**src/verilog/cpfs_consts.vh**
```
// Constants for the CPU power-fail sequencer: clock period, interval times,
// derived cycle counts helpers and state encodings.
// Assumes a single 20 MHz reference clock; times are given in their own unit.
`ifndef CPFS_CONSTS_VH
`define CPFS_CONSTS_VH

// ===========================================================================
// Clock and interval times
`define CPFS_CLK_NS 50
`define CPFS_GLITCH_NS 100
`define CPFS_MIN_ASSERT_US 5
`define CPFS_ONE_US 1
`define CPFS_LINE_HOLD_MS 5
`define CPFS_OUT_CLEAR_MS 3
`define CPFS_LINE_CLEAR_MS 70
`define CPFS_OSC_HOLD_MS 100
`define CPFS_DCOK_GOOD_MS 3
`define CPFS_POK_HOLD_MS 70
`define CPFS_POK_LOW_MS 3
`define CPFS_DCOK_LAG_MS 4
`define CPFS_NS_PER_US 1000
`define CPFS_NS_PER_MS 1000000

// ===========================================================================
// Main sequencer states
`define CPFS_SQ_IDLE 3'h0
`define CPFS_SQ_LINE 3'h1
`define CPFS_SQ_FAKE 3'h2
`define CPFS_SQ_OUTLOW 3'h3
`define CPFS_SQ_CLR_OUT 3'h4
`define CPFS_SQ_CLR_LINE 3'h5

// ===========================================================================
// Console bus states
`define CPFS_CS_DOWN 2'h0
`define CPFS_CS_DCOK 2'h1
`define CPFS_CS_UP 2'h2
`define CPFS_CS_PLOW 2'h3

// ===========================================================================
// Backplane extension states
`define CPFS_BP_IDLE 2'h0
`define CPFS_BP_SEEN 2'h1
`define CPFS_BP_HOLD 2'h2
`define CPFS_BP_TAIL 2'h3

`endif

```
**src/verilog/cpfs_pf_filter.v**
```verilog
// Synchroniser and deassertion filter for received power-fail signals.
// Assumes asynchronous active-high inputs; output is registered.
`default_nettype none

module cpfs_pf_filter #(
    parameter WIDTH = 1,
    parameter FILT = 2,
    parameter CW = 3
) (
    input wire ref_clk, // Reference clock.
    input wire reset, // Asynchronous reset, active high.
    input wire [WIDTH-1:0] raw_in, // Raw asynchronous inputs.
    output wire [WIDTH-1:0] filt_out // Synchronised, filtered inputs.
);

    // =======================================================================
    // Per-bit chain
    genvar i;
    generate
        for (i = 0; i < WIDTH; i = i + 1)
        begin : g_bit
            reg s1_reg;
            reg s2_reg;
            reg s3_reg;
            reg out_reg;
            reg [CW-1:0] cnt_reg;
            always @(posedge ref_clk or posedge reset)
            begin
                if (reset)
                begin
                    s1_reg <= 1'h0;
                    s2_reg <= 1'h0;
                    s3_reg <= 1'h0;
                    out_reg <= 1'h0;
                    cnt_reg <= {CW{1'b0}};
                end
                else
                begin
                    s1_reg <= raw_in[i];
                    s2_reg <= s1_reg;
                    s3_reg <= s2_reg;
                    // A bus driver letting go redistributes current; only a
                    // release that outlasts the filter window counts.
                    if (s2_reg && s3_reg)
                    begin
                        out_reg <= 1'h1;
                        cnt_reg <= {CW{1'b0}};
                    end
                    else if (!s2_reg && !s3_reg)
                    begin
                        if (cnt_reg >= FILT[CW-1:0])
                            out_reg <= 1'h0;
                        else
                            cnt_reg <= cnt_reg + 1'b1;
                    end
                end
            end
            assign filt_out[i] = out_reg;
        end
    endgenerate

endmodule // cpfs_pf_filter

`default_nettype wire

```
**src/verilog/cpfs_sequencer.v**
```verilog
// CPU power-fail sequencer: combines supply and backplane power-fail inputs,
// drives system line-low, output-low, console bus lines and backplane extension.
// Assumes supplies keep their own timing; all inputs are asynchronous pins.
`include "cpfs_consts.vh"
`default_nettype none

module cpfs_sequencer #(
    parameter NSUP = 3,
    parameter CW = 22,
    parameter [CW-1:0] T_LINE_HOLD =
        (`CPFS_LINE_HOLD_MS * `CPFS_NS_PER_MS + `CPFS_CLK_NS - 1) / `CPFS_CLK_NS,
    parameter [CW-1:0] T_OUT_CLEAR =
        (`CPFS_OUT_CLEAR_MS * `CPFS_NS_PER_MS + `CPFS_CLK_NS - 1) / `CPFS_CLK_NS,
    parameter [CW-1:0] T_LINE_CLEAR =
        (`CPFS_LINE_CLEAR_MS * `CPFS_NS_PER_MS + `CPFS_CLK_NS - 1) / `CPFS_CLK_NS,
    parameter [CW-1:0] T_OSC_HOLD =
        (`CPFS_OSC_HOLD_MS * `CPFS_NS_PER_MS + `CPFS_CLK_NS - 1) / `CPFS_CLK_NS,
    parameter [CW-1:0] T_DCOK_GOOD =
        (`CPFS_DCOK_GOOD_MS * `CPFS_NS_PER_MS + `CPFS_CLK_NS - 1) / `CPFS_CLK_NS,
    parameter [CW-1:0] T_POK_HOLD =
        (`CPFS_POK_HOLD_MS * `CPFS_NS_PER_MS + `CPFS_CLK_NS - 1) / `CPFS_CLK_NS,
    parameter [CW-1:0] T_POK_LOW =
        (`CPFS_POK_LOW_MS * `CPFS_NS_PER_MS + `CPFS_CLK_NS - 1) / `CPFS_CLK_NS,
    parameter [CW-1:0] T_DCOK_LAG =
        (`CPFS_DCOK_LAG_MS * `CPFS_NS_PER_MS + `CPFS_CLK_NS - 1) / `CPFS_CLK_NS
) (
    input wire ref_clk, // Reference clock, 20 MHz.
    input wire reset, // Asynchronous reset, active high.
    input wire [NSUP-1:0] sup_line_low, // Per-supply line-power-low.
    input wire [NSUP-1:0] sup_output_low, // Per-supply supply-output-low.
    input wire bp_warn_in, // Received backplane power-warning.
    input wire bp_gone_in, // Received backplane power-gone.
    input wire console_reset, // Console reset request.
    output wire line_power_low, // System line-power-low.
    output wire supply_output_low, // System supply-output-low.
    output wire console_bus_power_ok, // Console bus power-ok, high when good.
    output wire console_bus_dc_ok, // Console bus dc-ok, high when good.
    output wire bp_warn_drive, // Drive backplane power-warning.
    output wire bp_gone_drive, // Drive backplane power-gone.
    output wire power_fail_intr, // One-cycle power-fail interrupt.
    output wire system_init // System initialise.
);

    // =======================================================================
    // Short interval counts, all rounded up
    localparam [CW-1:0] T_ONE_US =
        (`CPFS_ONE_US * `CPFS_NS_PER_US + `CPFS_CLK_NS - 1) / `CPFS_CLK_NS;
    localparam [CW-1:0] T_MIN_ASSERT =
        (`CPFS_MIN_ASSERT_US * `CPFS_NS_PER_US + `CPFS_CLK_NS - 1) / `CPFS_CLK_NS;
    localparam FILT = (`CPFS_GLITCH_NS + `CPFS_CLK_NS - 1) / `CPFS_CLK_NS;

    // Count reached; used by all three machines.
    function reached;
        input [CW-1:0] cnt;
        input [CW-1:0] lim;
        begin
            reached = (cnt >= lim);
        end
    endfunction

    // =======================================================================
    // Input conditioning
    localparam NIN = 2 * NSUP + 3;
    wire [NIN-1:0] filt;

    cpfs_pf_filter #(
        .WIDTH(NIN),
        .FILT(FILT),
        .CW(3)
    ) u_filt (
        .ref_clk(ref_clk),
        .reset(reset),
        .raw_in({console_reset, bp_gone_in, bp_warn_in, sup_output_low, sup_line_low}),
        .filt_out(filt)
    );

    wire [NSUP-1:0] f_line = filt[NSUP-1:0];
    wire [NSUP-1:0] f_out = filt[2*NSUP-1:NSUP];
    wire f_warn = filt[2*NSUP];
    wire f_gone = filt[2*NSUP+1];
    wire f_creset = filt[2*NSUP+2];

    // Backplane warning and gone are line-low and output-low equivalents.
    wire line_or = (|f_line) | f_warn;
    wire out_or_ext = (|f_out) | f_gone;

    // =======================================================================
    // Main sequencer
    reg [2:0] sq_reg;
    reg [2:0] sq_next;
    reg [CW-1:0] sq_cnt_reg;
    reg [CW-1:0] sq_cnt_next;
    reg line_or_d_reg;
    reg intr_reg;
    reg intr_next;

    wire fake_out_low = (sq_reg == `CPFS_SQ_FAKE);
    wire out_or = out_or_ext | fake_out_low;
    wire pf_edge = line_or & ~line_or_d_reg;

    always @*
    begin
        sq_next = sq_reg;
        sq_cnt_next = sq_cnt_reg + 1'b1;
        intr_next = 1'b0;
        case (sq_reg)
            `CPFS_SQ_IDLE:
            begin
                sq_cnt_next = {CW{1'b0}};
                if (out_or_ext)
                begin
                    sq_next = `CPFS_SQ_OUTLOW;
                end
                else if (pf_edge)
                begin
                    // Edge triggered, so a held line-low gives one interrupt.
                    sq_next = `CPFS_SQ_LINE;
                    intr_next = 1'b1;
                end
            end
            `CPFS_SQ_LINE:
            begin
                if (out_or_ext)
                begin
                    sq_next = `CPFS_SQ_OUTLOW;
                    sq_cnt_next = {CW{1'b0}};
                end
                else if (reached(sq_cnt_reg, T_LINE_HOLD - 1'b1))
                begin
                    sq_next = `CPFS_SQ_FAKE;
                    sq_cnt_next = {CW{1'b0}};
                end
            end
            `CPFS_SQ_FAKE:
            begin
                // Internal output-low pulse forces both processors to init.
                if (reached(sq_cnt_reg, T_ONE_US - 1'b1))
                begin
                    sq_next = `CPFS_SQ_OUTLOW;
                    sq_cnt_next = {CW{1'b0}};
                end
            end
            `CPFS_SQ_OUTLOW:
            begin
                sq_cnt_next = {CW{1'b0}};
                if (!out_or)
                    sq_next = `CPFS_SQ_CLR_OUT;
            end
            `CPFS_SQ_CLR_OUT:
            begin
                if (out_or)
                begin
                    sq_next = `CPFS_SQ_OUTLOW;
                    sq_cnt_next = {CW{1'b0}};
                end
                else if (reached(sq_cnt_reg, T_OUT_CLEAR - 1'b1))
                begin
                    sq_next = `CPFS_SQ_CLR_LINE;
                    sq_cnt_next = {CW{1'b0}};
                end
            end
            `CPFS_SQ_CLR_LINE:
            begin
                if (out_or)
                begin
                    sq_next = `CPFS_SQ_OUTLOW;
                    sq_cnt_next = {CW{1'b0}};
                end
                else if (reached(sq_cnt_reg, T_LINE_CLEAR - 1'b1))
                begin
                    sq_next = `CPFS_SQ_IDLE;
                    sq_cnt_next = {CW{1'b0}};
                end
            end
            default:
            begin
                sq_next = `CPFS_SQ_IDLE;
                sq_cnt_next = {CW{1'b0}};
            end
        endcase
    end

    always @(posedge ref_clk or posedge reset)
    begin
        if (reset)
        begin
            sq_reg <= `CPFS_SQ_IDLE;
            sq_cnt_reg <= {CW{1'b0}};
            line_or_d_reg <= 1'b0;
            intr_reg <= 1'b0;
        end
        else
        begin
            sq_reg <= sq_next;
            sq_cnt_reg <= sq_cnt_next;
            line_or_d_reg <= line_or;
            intr_reg <= intr_next;
        end
    end

    // Forced states are decoded from the sequencer; output-low sits inside
    // the line-low span, so the forced output-low never appears alone.
    wire forced_line_low = (sq_reg != `CPFS_SQ_IDLE);
    wire forced_output_low = (sq_reg == `CPFS_SQ_FAKE) ||
        (sq_reg == `CPFS_SQ_OUTLOW) || (sq_reg == `CPFS_SQ_CLR_OUT);
    wire sys_line_low = forced_line_low | line_or;
    wire sys_out_low = forced_output_low | out_or;

    // =======================================================================
    // Console bus power-ok and dc-ok
    reg [1:0] cs_reg;
    reg [1:0] cs_next;
    reg [CW-1:0] cs_cnt_reg;
    reg [CW-1:0] cs_cnt_next;

    always @*
    begin
        cs_next = cs_reg;
        cs_cnt_next = cs_cnt_reg + 1'b1;
        case (cs_reg)
            `CPFS_CS_DOWN:
            begin
                if (sys_out_low)
                    cs_cnt_next = {CW{1'b0}};
                else if (reached(cs_cnt_reg, T_DCOK_GOOD - 1'b1))
                begin
                    cs_next = `CPFS_CS_DCOK;
                    cs_cnt_next = {CW{1'b0}};
                end
            end
            `CPFS_CS_DCOK:
            begin
                // A power-down before power-up completes would hang the
                // console, so dc-ok is dropped and power-up starts over.
                if ((pf_edge || sys_out_low) &&
                    reached(cs_cnt_reg, T_ONE_US - 1'b1))
                begin
                    cs_next = `CPFS_CS_DOWN;
                    cs_cnt_next = {CW{1'b0}};
                end
                else if (!sys_line_low && reached(cs_cnt_reg, T_POK_HOLD - 1'b1))
                begin
                    cs_next = `CPFS_CS_UP;
                    cs_cnt_next = {CW{1'b0}};
                end
            end
            `CPFS_CS_UP:
            begin
                // Up is entered only after dc-ok held 70 ms.
                if (sys_line_low && reached(cs_cnt_reg, T_ONE_US - 1'b1))
                begin
                    cs_next = `CPFS_CS_PLOW;
                    cs_cnt_next = {CW{1'b0}};
                end
            end
            `CPFS_CS_PLOW:
            begin
                if (sys_out_low && reached(cs_cnt_reg, T_DCOK_LAG - 1'b1))
                begin
                    cs_next = `CPFS_CS_DOWN;
                    cs_cnt_next = {CW{1'b0}};
                end
                else if (!sys_line_low && !sys_out_low &&
                         reached(cs_cnt_reg, T_POK_LOW - 1'b1))
                begin
                    cs_next = `CPFS_CS_UP;
                    cs_cnt_next = {CW{1'b0}};
                end
                else if (reached(cs_cnt_reg, T_DCOK_LAG))
                begin
                    cs_cnt_next = cs_cnt_reg;
                end
            end
            default:
            begin
                cs_next = `CPFS_CS_DOWN;
                cs_cnt_next = {CW{1'b0}};
            end
        endcase
        // Saturate long waits so the counter never wraps back below a limit.
        if (cs_cnt_reg == {CW{1'b1}})
            cs_cnt_next = cs_cnt_reg;
    end

    always @(posedge ref_clk or posedge reset)
    begin
        if (reset)
        begin
            cs_reg <= `CPFS_CS_DOWN;
            cs_cnt_reg <= {CW{1'b0}};
        end
        else
        begin
            cs_reg <= cs_next;
            cs_cnt_reg <= cs_cnt_next;
        end
    end

    // =======================================================================
    // Backplane power-return extension
    // Only received backplane gone starts this machine; supply faults inside
    // the CPU never reach the backplane drivers.
    reg [1:0] bp_reg;
    reg [1:0] bp_next;
    reg [CW-1:0] bp_cnt_reg;
    reg [CW-1:0] bp_cnt_next;

    always @*
    begin
        bp_next = bp_reg;
        bp_cnt_next = bp_cnt_reg + 1'b1;
        case (bp_reg)
            `CPFS_BP_IDLE:
            begin
                bp_cnt_next = {CW{1'b0}};
                if (f_gone)
                    bp_next = `CPFS_BP_SEEN;
            end
            `CPFS_BP_SEEN:
            begin
                bp_cnt_next = {CW{1'b0}};
                if (!f_gone)
                    bp_next = `CPFS_BP_HOLD;
            end
            `CPFS_BP_HOLD:
            begin
                // Oscillator start-up hold also gives the clock settle time.
                if (reached(bp_cnt_reg, T_OSC_HOLD - 1'b1))
                begin
                    bp_next = `CPFS_BP_TAIL;
                    bp_cnt_next = {CW{1'b0}};
                end
            end
            `CPFS_BP_TAIL:
            begin
                if (reached(bp_cnt_reg, T_MIN_ASSERT))
                begin
                    bp_next = `CPFS_BP_IDLE;
                    bp_cnt_next = {CW{1'b0}};
                end
            end
            default:
            begin
                bp_next = `CPFS_BP_IDLE;
                bp_cnt_next = {CW{1'b0}};
            end
        endcase
    end

    always @(posedge ref_clk or posedge reset)
    begin
        if (reset)
        begin
            bp_reg <= `CPFS_BP_IDLE;
            bp_cnt_reg <= {CW{1'b0}};
        end
        else
        begin
            bp_reg <= bp_next;
            bp_cnt_reg <= bp_cnt_next;
        end
    end

    // =======================================================================
    // Registered outputs
    reg line_low_reg;
    reg out_low_reg;
    reg pok_reg;
    reg dcok_reg;
    reg bp_warn_reg;
    reg bp_gone_reg;
    reg init_reg;

    always @(posedge ref_clk or posedge reset)
    begin
        if (reset)
        begin
            line_low_reg <= 1'b1;
            out_low_reg <= 1'b1;
            pok_reg <= 1'b0;
            dcok_reg <= 1'b0;
            bp_warn_reg <= 1'b0;
            bp_gone_reg <= 1'b0;
            init_reg <= 1'b1;
        end
        else
        begin
            // Line-low follows the forced span plus any supply, and holds until the console bus is up.
            line_low_reg <= sys_line_low | (cs_next != `CPFS_CS_UP);
            out_low_reg <= sys_out_low;
            pok_reg <= (cs_next == `CPFS_CS_UP);
            dcok_reg <= (cs_next != `CPFS_CS_DOWN);
            // Gone is only driven inside the warning span.
            bp_warn_reg <= (bp_next == `CPFS_BP_HOLD) || (bp_next == `CPFS_BP_TAIL);
            bp_gone_reg <= (bp_next == `CPFS_BP_HOLD);
            // Console reset touches only init, never the sequencer state.
            init_reg <= sys_out_low | f_creset;
        end
    end

    assign line_power_low = line_low_reg;
    assign supply_output_low = out_low_reg;
    assign console_bus_power_ok = pok_reg;
    assign console_bus_dc_ok = dcok_reg;
    assign bp_warn_drive = bp_warn_reg;
    assign bp_gone_drive = bp_gone_reg;
    assign power_fail_intr = intr_reg;
    assign system_init = init_reg;

endmodule // cpfs_sequencer

`default_nettype wire

```
**config.mk**
```make
export PLATFORM = sky130hd
export DESIGN_NAME = cpfs_sequencer
export DESIGN_NICKNAME = d
export VERILOG_FILES = /design/src/verilog/cpfs_pf_filter.v /design/src/verilog/cpfs_sequencer.v
export VERILOG_INCLUDE_DIRS = /design/src /design/src/verilog
export SDC_FILE = /design/constraint.sdc
export NUM_CORES = 1
export LEC_CHECK = 0
export BUFFER_PORTS_ARGS = -buffer_cell sky130_fd_sc_hd__buf_2
export CORE_ASPECT_RATIO = 1.1
export CORE_MARGIN = 1
export CORE_UTILIZATION = 60
export DETAILED_ROUTE_END_ITERATION = 8
export GPL_ROUTABILITY_DRIVEN = 1
export PLACE_DENSITY = 0.77
export SLEW_MARGIN = 40
export SYNTH_ARGS = -nofsm -noshare
export SYNTH_HDL_FRONTEND = slang
export SYNTH_SLANG_ARGS = --single-unit
```
**constraint.sdc**
```tcl
create_clock -name ref_clk -period 5 [get_ports ref_clk]
set_clock_uncertainty 0.2 [all_clocks]
set_input_delay 0.5 -clock ref_clk [delete_from_list [all_inputs] [get_ports ref_clk]]
set_output_delay 0.5 -clock ref_clk [all_outputs]
set_load 0.005 [all_outputs]
```
==> impl_results.md, run 1 <==
- Status: finished with violations
- Failing checks: negative hold slack
- Placement Cell Area: 0.00740 mm2
- Final Setup Violations: 0
- Fmax: 309 MHz
- Final non-filler cell total: 927
- Count leader, synth: dfrtp_1
- Via density: 5.76
- Max Slew Vio Count: 0
- Clock sink count: 144
- Min-delay worst type: in2async
- Switch Pwr: 0.00110 W
- Worst Max-Slew Pin Slew: 718 ps
- Crit-path max FO: 12
- Nets@finish: 803
- Final Cell Area: 0.00809 mm2
- Commonest cells in the netlist: dfrtp_1, nor2_1, nand2_1
- Syn Area/Cell: 9.77 um2
- Clk pwr share: 0.360
- Vias: 5344
- Layout cells sized above 1: 0.111
- Starting Density: 0.624
- Slew headroom: 0.521
- Critical Path AT: 3300 ps
- Core Rows: 41
- P per Cell Area: 433 mW/mm2
- Post-synth ARST share: 1.00
- RSZ-0062 raised after global routing: false
- Hold Fails Final Rpt: 3
- CTS tree: done
- Synth top area cells: dfrtp_1, nor2_1, ha_1
- Reg clk slew, reported paths: 60 ps
- CTS HTree Levels: 4
- Max VDD drop: 0.000316 V
- Distinct cells, synth: 75
- First-pass GRT wire length: 23300 um
- Hold_ws: -9.08 ps
- Register area: 0.00361 mm2
- Max clock buf depth: 2
- Gr usage total: 0.238
- Crit path time final: 3230 ps
- Core Util, Final: 0.698
- Die Span Y: 117 um
- Buffers on Ports: 18
- Worst setup SP type: flip-flop
- Skew-Pair Late Insertion Delay: 430 ps
- First-pass DRT Iterations: 7
- Synthesis Warnings: 0
- Comb power frac: 0.195
- Number of antenna diodes: 0
- WS Path Type: reg2reg
- Synth top area share: 0.488
- Area of the multi-input gates: 0.00339 mm2
- Die area: 0.0125 mm2
- Number of flip-flops in the largest register: 27
- CTS Buf Count: 17
- Area of the mapped netlist: 0.00723 mm2
- Register area share after synthesis: 0.499
- Routed WL: 13500 um
- Core Region: 0.0116 mm2
- Int Pwr: 0.00240 W
- Filler instances: 851
- Total gr overflow: 0
- Initial DRC count: 266
- Max-cap violations: 0
- Antenna Nets Post-Route: 0
- Dpl hpwl: 9040 um
- # DRC: 0
- DP Cell Count: 886
- PostCTS Resize Cnt: 0
- Fin Setup TNS: 0 ps
- Prevailing post-synth register cell: dfrtp_1
- Syn Inst Count: 740
- Leakage power: 3.43 nW
- Final period utilization: 0.647
- Vias in the first global route: 5155
- Initial antenna violation count: 0
- Seq cells post-synth: 144
- # IOs: 19
- Routability cong.: 0.885
- Worst R2R Setup Slack: 1770 ps
- Drt wl/cell: 14.6 um
- Worst setup EP type: flip-flop
- Root Driver: clkbuf_16
- Sequential power share: 0.445
- Switch share: 0.315
- Die Wd: 107 um
- Area growth syn-to-layout: 11.9%
- Cell taking the most area after synthesis: dfrtp_1
- Worst EP required: 5070 ps
- Post-synth EDFFs: 0
- Largest net degree at the start of global routing: 108
[what timing repair did]
action | in CTS | in global routing
endpoints found under the hold margin | 9 | 0
hold buffers | 9 | 0
buffers inserted | 0 | 0
[worst paths after layout]
kind / startpoint / to / cells past startpoint
worst max register to register: cs_cnt_reg[0]$_DFFE_PP0P_ / cs_cnt_reg[10]$_DFFE_PP0P_ / 8
worst min register to register: u_filt.g_bit[3].s1_reg$_DFF_PP0_ / u_filt.g_bit[3].s2_reg$_DFF_PP0_ / 0
worst max-delay path: cs_cnt_reg[0]$_DFFE_PP0P_ / cs_cnt_reg[10]$_DFFE_PP0P_ / 8
max in group asynchronous: reset / u_filt.g_bit[0].s2_reg$_DFF_PP0_ / 3
min in group ref_clk: u_filt.g_bit[3].s1_reg$_DFF_PP0_ / u_filt.g_bit[3].s2_reg$_DFF_PP0_ / 0
worst min-delay path: reset / sq_cnt_reg[12]$_DFF_PP0_ / 2
[routing by layer]
layer	wire length, um	GRT usage	vias to the layer above	share of wire
met5	0	0	-	0
met3	461	0.0426	23	0.034
li1	-	-	2628	-
met4	265	0.115	0	0.020
met2	6710	0.399	118	0.50
met1	6070	0.302	2575	0.45
[power by group through the flow]
stage	clock network, W	logic (W)	registers (W)
after floorplan	0	0.000582	0.00151
after global placement	0	0.000630	0.00155
after detailed placement	0	0.000676	0.00157
after CTS	0.00128	0.000694	0.00156
after global routing	0.00133	0.000791	0.00159
final	0.00126	0.000683	0.00156
[metrics by stage]
stage | total power, W | worst slack (ps)
2_1_floorplan | 0.00209 | 439
3_3_place_gp | 0.00219 | 1930
3_5_place_dp | 0.00225 | 1870
4_1_cts | 0.00353 | 1830
5_1_grt | 0.00370 | 1500
6_report | 0.00350 | 1770
[final cells by class]
| class | count | area share |
|---|---|---|
| Sequential cell | 144 | 0.446 |
| Multi-Input combinational cell | 543 | 0.419 |
| Clock buffer | 18 | 0.0543 |
| Timing Repair Buffer | 29 | 0.0241 |
| Tap cell | 150 | 0.0232 |
| Clock inverter | 14 | 0.0193 |
| Inverter | 29 | 0.0144 |
[critical path: stages (launching register included)]
cell and delay [ps]:
dfrtp_1 410, ha_1 230, and3_1 200, nand3_1 130
a2111oi_0 560, o21a_1 260, o211ai_2 280, nor2_2 620
o22ai_1 190
[cells by family after synthesis]
family / after synthesis / share of synthesized area
simple gates: 342 / 0.234
buf+inv: 54 / 0.0344
compound gates: 121 / 0.122
other cells: 1 / 0.000518
mux: 10 / 0.0138
fa+ha+maj: 28 / 0.0484
xor+xnor: 40 / 0.0484
flops: 144 / 0.499
[cell usage in the layout, fill, tap and decap left out, types with 7 or more instances in the layout]
cell	count
o21ai_0	39
nor2_1	135
nand4_1	10
nor4_1	15
a21oi_1	22
clkbuf_16	17
and3_1	7
xor2_1	16
ha_1	28
nand2_1	54
nand2b_1	12
xnor2_1	24
inv_1	27
dlygate4sd3_1	9
nor2b_1	14
dfrtp_1	141
nand3_1	25
buf_2	18
mux2i_1	10
nor3_1	27
No activity file was read; power rests on OpenSTA's default activity.
==> run 2, diff against run 1 <==
clock period = 3.2 ns   (was 5 ns; I/O delays follow)
==> impl_results.md, run 2 (synthesized netlist as in run 1, its figures left out) <==
- Status: completed
- Worst setup EP type: flip-flop
- Number of flip-flops in the largest register: 27
- Placement Cell Area: 0.00746 mm2
- WS Path Type: reg2reg
- Commonest non-fill, non-tap cell in the layout: dfrtp_1
- Total gr overflow: 0
- Nets@finish: 810
- Fmax: 353 MHz
- Crit-path max FO: 7
- Critical Path AT: 2990 ps
- CTS tree: done
- Drt wl/cell: 14.8 um
- CTS Buf Count: 17
- Hold Fails Final Rpt: 0
- First-pass GRT wire length: 23500 um
- Worst Max-Slew Pin Slew: 622 ps
- P per Cell Area: 654 mW/mm2
- Core Region: 0.0116 mm2
- Routed WL: 13800 um
- Max clock buf depth: 2
- CTS HTree Levels: 4
- Worst setup SP type: flip-flop
- Number of antenna diodes: 0
- Die area: 0.0125 mm2
- Initial antenna violation count: 0
- Largest net degree at the start of global routing: 123
- Area growth syn-to-layout: 11.6%
- Die Span Y: 117 um
- Worst EP required: 3360 ps
- Final period utilization: 0.885
- Fin Setup TNS: 0 ps
- # DRC: 0
- Gr usage total: 0.241
- Max Slew Vio Count: 0
- Max-cap violations: 0
- Antenna Nets Post-Route: 0
- Initial DRC count: 334
- Leakage power: 3.44 nW
- Buffers on Ports: 18
- Critical-path cell list: nor4_4 -> and3_1 -> inv_2 -> o32ai_2 -> nand3b_1 -> o211ai_2 -> nor2b_2 -> a22o_1
- Hold_ws: 152 ps
- Clock sink count: 144
- Commonest cells after routing, fill and taps aside: dfrtp_1, nor2_1, nand2_1
- Die Wd: 107 um
- Reg clk slew, reported paths: 50 ps
- RSZ-0062 raised after global routing: false
- Worst Path Buf+Inv: 1
- Min-delay worst type: reg2reg
- Crit path time final: 2830 ps
- Routability cong.: 0.910
- Setup bufs post-CTS: 0
- Crit path max-delay family: simple AND/OR/NAND/NOR gates
- Dpl hpwl: 9620 um
- Vias: 5434
- First-pass DRT Iterations: 5
- # IOs: 19
- Starting Density: 0.624
- Slowest cell on crit path: nor4_4
- Skew-Pair Late Insertion Delay: 420 ps
- Core Rows: 41
- Root Driver: clkbuf_16
- Final Cell Area: 0.00807 mm2
- Vias in the first global route: 5164
- Slew headroom: 0.585
- Layout cells sized above 1: 0.108
- Final Setup Violations: 0
- Max VDD drop: 0.000430 V
- Via density: 5.84
- CP max stage delay: 470 ps
==> run 2: final cells by class <==
| class | instances | area, um2 |
|---|---|---|
| repair buffers | 36 | 275 |
| flip-flops and latches | 144 | 3610 |
| multi-input cells | 543 | 3380 |
| inverters | 29 | 113 |
| fillers | 854 | 3520 |
| clock buffers | 21 | 440 |
| clock inverters | 8 | 68.8 |
| well taps | 150 | 188 |
==> run 2: worst paths after layout <==
kind,start,end,slack (ps),cells past startpoint
max,u_filt.g_bit[7].out_reg$_DFFE_PP0P_,cs_cnt_reg[17]$_DFFE_PP0P_,370,8
min,u_filt.g_bit[4].s1_reg$_DFF_PP0_,u_filt.g_bit[4].s2_reg$_DFF_PP0_,150,0
max reg2reg,u_filt.g_bit[7].out_reg$_DFFE_PP0P_,cs_cnt_reg[17]$_DFFE_PP0P_,370,8
min reg2reg,u_filt.g_bit[4].s1_reg$_DFF_PP0_,u_filt.g_bit[4].s2_reg$_DFF_PP0_,150,0
max in group asynchronous,reset,u_filt.g_bit[6].cnt_reg[2]$_DFFE_PP0P_,1560,4
min in group asynchronous,reset,u_filt.g_bit[5].cnt_reg[1]$_DFFE_PP0P_,280,3
==> run 2: where the power goes <==
part	internal, W	switching [W]
combinational	0.000482	0.000610
clock	0.00104	0.000696
sequential	0.00212	0.000326
total	0.00365	0.00163
==> run 2: worst reg2reg max path, stage by stage (launching register included) <==
cell,delay [ps]
dfrtp_1,430
nor4_4,470
and3_1,280
inv_2,80
o32ai_2,90
nand3b_1,150
o211ai_2,390
nor2b_2,470
a22o_1,210
==> run 2: metal layers <==
| layer | vias up | share of wire | track usage |
|---|---|---|---|
| li1 | 2638 | - | - |
| met1 | 2609 | 0.44 | 0.305 |
| met2 | 158 | 0.49 | 0.398 |
| met3 | 29 | 0.056 | 0.0670 |
| met4 | 0 | 0.017 | 0.0913 |
| met5 | - | 0 | 0 |
==> run 2: stage by stage <==
step                worst slack, ps  total power, W   util  cells
CTS                             393         0.00532  0.696    931
floorplan                       803         0.00327      -    741
global route                    218         0.00560  0.696    931
global placement                502         0.00345  0.644    892
finish                          369         0.00528  0.696    931
detailed placement              405         0.00357  0.644    892
==> run 2: timing repair <==
item	in CTS	in global routing
hold buffers	10	0
hold endpoints to repair	31	0
resized for setup	0	0
==> run 3, diff against run 2 <==
CELL_PAD_IN_SITES_DETAIL_PLACEMENT = 0   (was default)
CELL_PAD_IN_SITES_GLOBAL_PLACEMENT = 1   (was default)
CORE_MARGIN = default   (was 1)
CORE_UTILIZATION = 49   (was 60)
HOLD_SLACK_MARGIN = 0.03   (was default)
PLACE_DENSITY = default   (was 0.77)
PLACE_DENSITY_LB_ADDON = 0.1   (was default)
==> impl_results.md, run 3 (synthesized netlist as in run 1, its figures left out) <==
- Worst EP required: 3280 ps
- Crit path time final: 2970 ps
- CP max stage delay: 550 ps
- RSZ-0062 raised after global routing: false
- Worst R2R Setup Slack: 230 ps
- Die area: 0.0153 mm2
- Area growth syn-to-layout: 14.3%
- Final setup margin: 231 ps
- Setup bufs post-CTS: 0
- Commonest cells after routing, fill and taps aside: dfrtp_1, nor2_1, nand2_1
- Min-delay worst type: reg2reg
- First-pass GRT wire length: 24600 um
- WS Path Type: reg2reg
- Crit-path max FO: 9
- Gr usage total: 0.201
- CTS tree: done
- Commonest non-fill, non-tap cell in the layout: dfrtp_1
- Leakage power: 3.50 nW
- Core Rows: 46
- CTS HTree Levels: 4
- Core Util, Final: 0.572
- Clock sink count: 144
- Placement Cell Area: 0.00755 mm2
- Total gr overflow: 0
- Worst setup EP type: flip-flop
- Via density: 5.52
- Max Slew Vio Count: 0
- Dpl hpwl: 9790 um
- Core Region: 0.0144 mm2
- Max clock buf depth: 2
- Die Span Y: 129 um
- Vias in the first global route: 5312
- Starting Density: 0.501
- CP Launch Point: cs_cnt_reg[0]$_DFFE_PP0P_
- First-pass DRT Iterations: 5
- Final Setup Violations: 0
- Max-cap violations: 0
- Worst Path Buf+Inv: 0
- Slowest cell on crit path: a2111oi_1
- Final period utilization: 0.928
- Setup WS pre-CTS: 252 ps
- P per Cell Area: 677 mW/mm2
- Largest net degree at the start of global routing: 79
- Buffers on Ports: 18
- Initial DRC count: 385
- Reg-to-reg startpoint: cs_cnt_reg[0]$_DFFE_PP0P_
- Critical-path cell list: ha_1 -> and3_1 -> nand3_1 -> a2111oi_1 -> o21a_1 -> o211ai_2 -> nand2b_1 -> o22ai_1
- # DRC: 0
- Routability cong.: 0.826
- Root Driver: clkbuf_16
- Final Cell Area: 0.00827 mm2
- Initial antenna violation count: 0
- Critical Path AT: 3050 ps
- Vias: 5410
- Fin Setup TNS: 0 ps
- CTS Buf Count: 17
- Reg clk slew, reported paths: 60 ps
- Status: completed
- Fmax: 337 MHz
- Drt wl/cell: 14.4 um
- Antenna Nets Post-Route: 0
- HP Start: u_filt.g_bit[8].s1_reg$_DFF_PP0_
- Max VDD drop: 0.000356 V
- Number of antenna diodes: 0
- Number of flip-flops in the largest register: 27
- Crit path max-delay family: compound AO/OA/AOI/OAI gates
- Layout cells sized above 1: 0.119
- Routed WL: 14100 um
- # IOs: 19
- Nets@finish: 815
- Hold Fails Final Rpt: 0
- Die Wd: 118 um
- Skew-Pair Late Insertion Delay: 420 ps
- Worst setup SP type: flip-flop
[run 3: cell types whose count changed in the layout (fill, tap and decap cells not counted)]
cell	before	now
clkinvlp_4	1	3
buf_4	6	11
inv_6	0	3
a2111oi_0	3	2
bufinv_16	1	4
clkbuf_1	4	1
a2111oi_1	0	1
clkinv_2	6	3
[run 3: worst reg2reg max path, stage by stage (launching register included)]
cell	delay, ps
dfrtp_1	400
ha_1	260
and3_1	220
nand3_1	150
a2111oi_1	550
o21a_1	260
o211ai_2	210
nand2b_1	420
o22ai_1	160
[run 3: layout make-up]
cell class	count	area [um2]
Sequential cell	144	3610
Multi-Input combinational cell	543	3380
Fill cell	1299	6180
Tap cell	192	240
Clock buffer	18	429
Timing Repair Buffer	41	313
Clock inverter	13	185
Inverter	29	113
[run 3: path summary, 6_finish.rpt]
kind | endpoint | cells after the start
setup / recovery | cs_cnt_reg[4]$_DFFE_PP0P_ | 8
hold / removal | u_filt.g_bit[8].s2_reg$_DFF_PP0_ | 0
setup reg to reg | cs_cnt_reg[4]$_DFFE_PP0P_ | 8
hold reg to reg | u_filt.g_bit[8].s2_reg$_DFF_PP0_ | 0
max in group asynchronous | system_init$_DFF_PP1_ | 4
min in group asynchronous | sq_cnt_reg[1]$_DFF_PP0_ | 3
[run 3: through the flow]
| step | hold slack [ps] | total power (W) | std cells |
|---|---|---|---|
| after global placement | 132 | 0.00348 | 939 |
| final | 146 | 0.00560 | 980 |
| after floorplan | 131 | 0.00327 | 741 |
| after global routing | 153 | 0.00595 | 980 |
| after CTS | 156 | 0.00566 | 980 |
| after detailed placement | 136 | 0.00356 | 939 |
[run 3: power breakdown]
| part | internal [W] | switching (W) | leakage, nW |
|---|---|---|---|
| Clock | 0.00130 | 0.000771 | 0.297 |
| Sequential | 0.00212 | 0.000310 | 1.85 |
| Combinational | 0.000483 | 0.000612 | 1.35 |
| Total | 0.00391 | 0.00169 | 3.50 |
[run 3: repair_timing]
item,in CTS,in global routing
endpoints found under the setup margin,0,5
hold buffers,10,0
endpoints found under the hold margin,25,0
resized for setup,0,1
[run 3: layer usage]
layer,vias to the layer above,share of wire,GRT usage
li1,2651,-,-
met1,2626,0.46,0.251
met2,107,0.49,0.337
met3,26,0.028,0.0431
met4,0,0.026,0.0920
met5,-,0,0
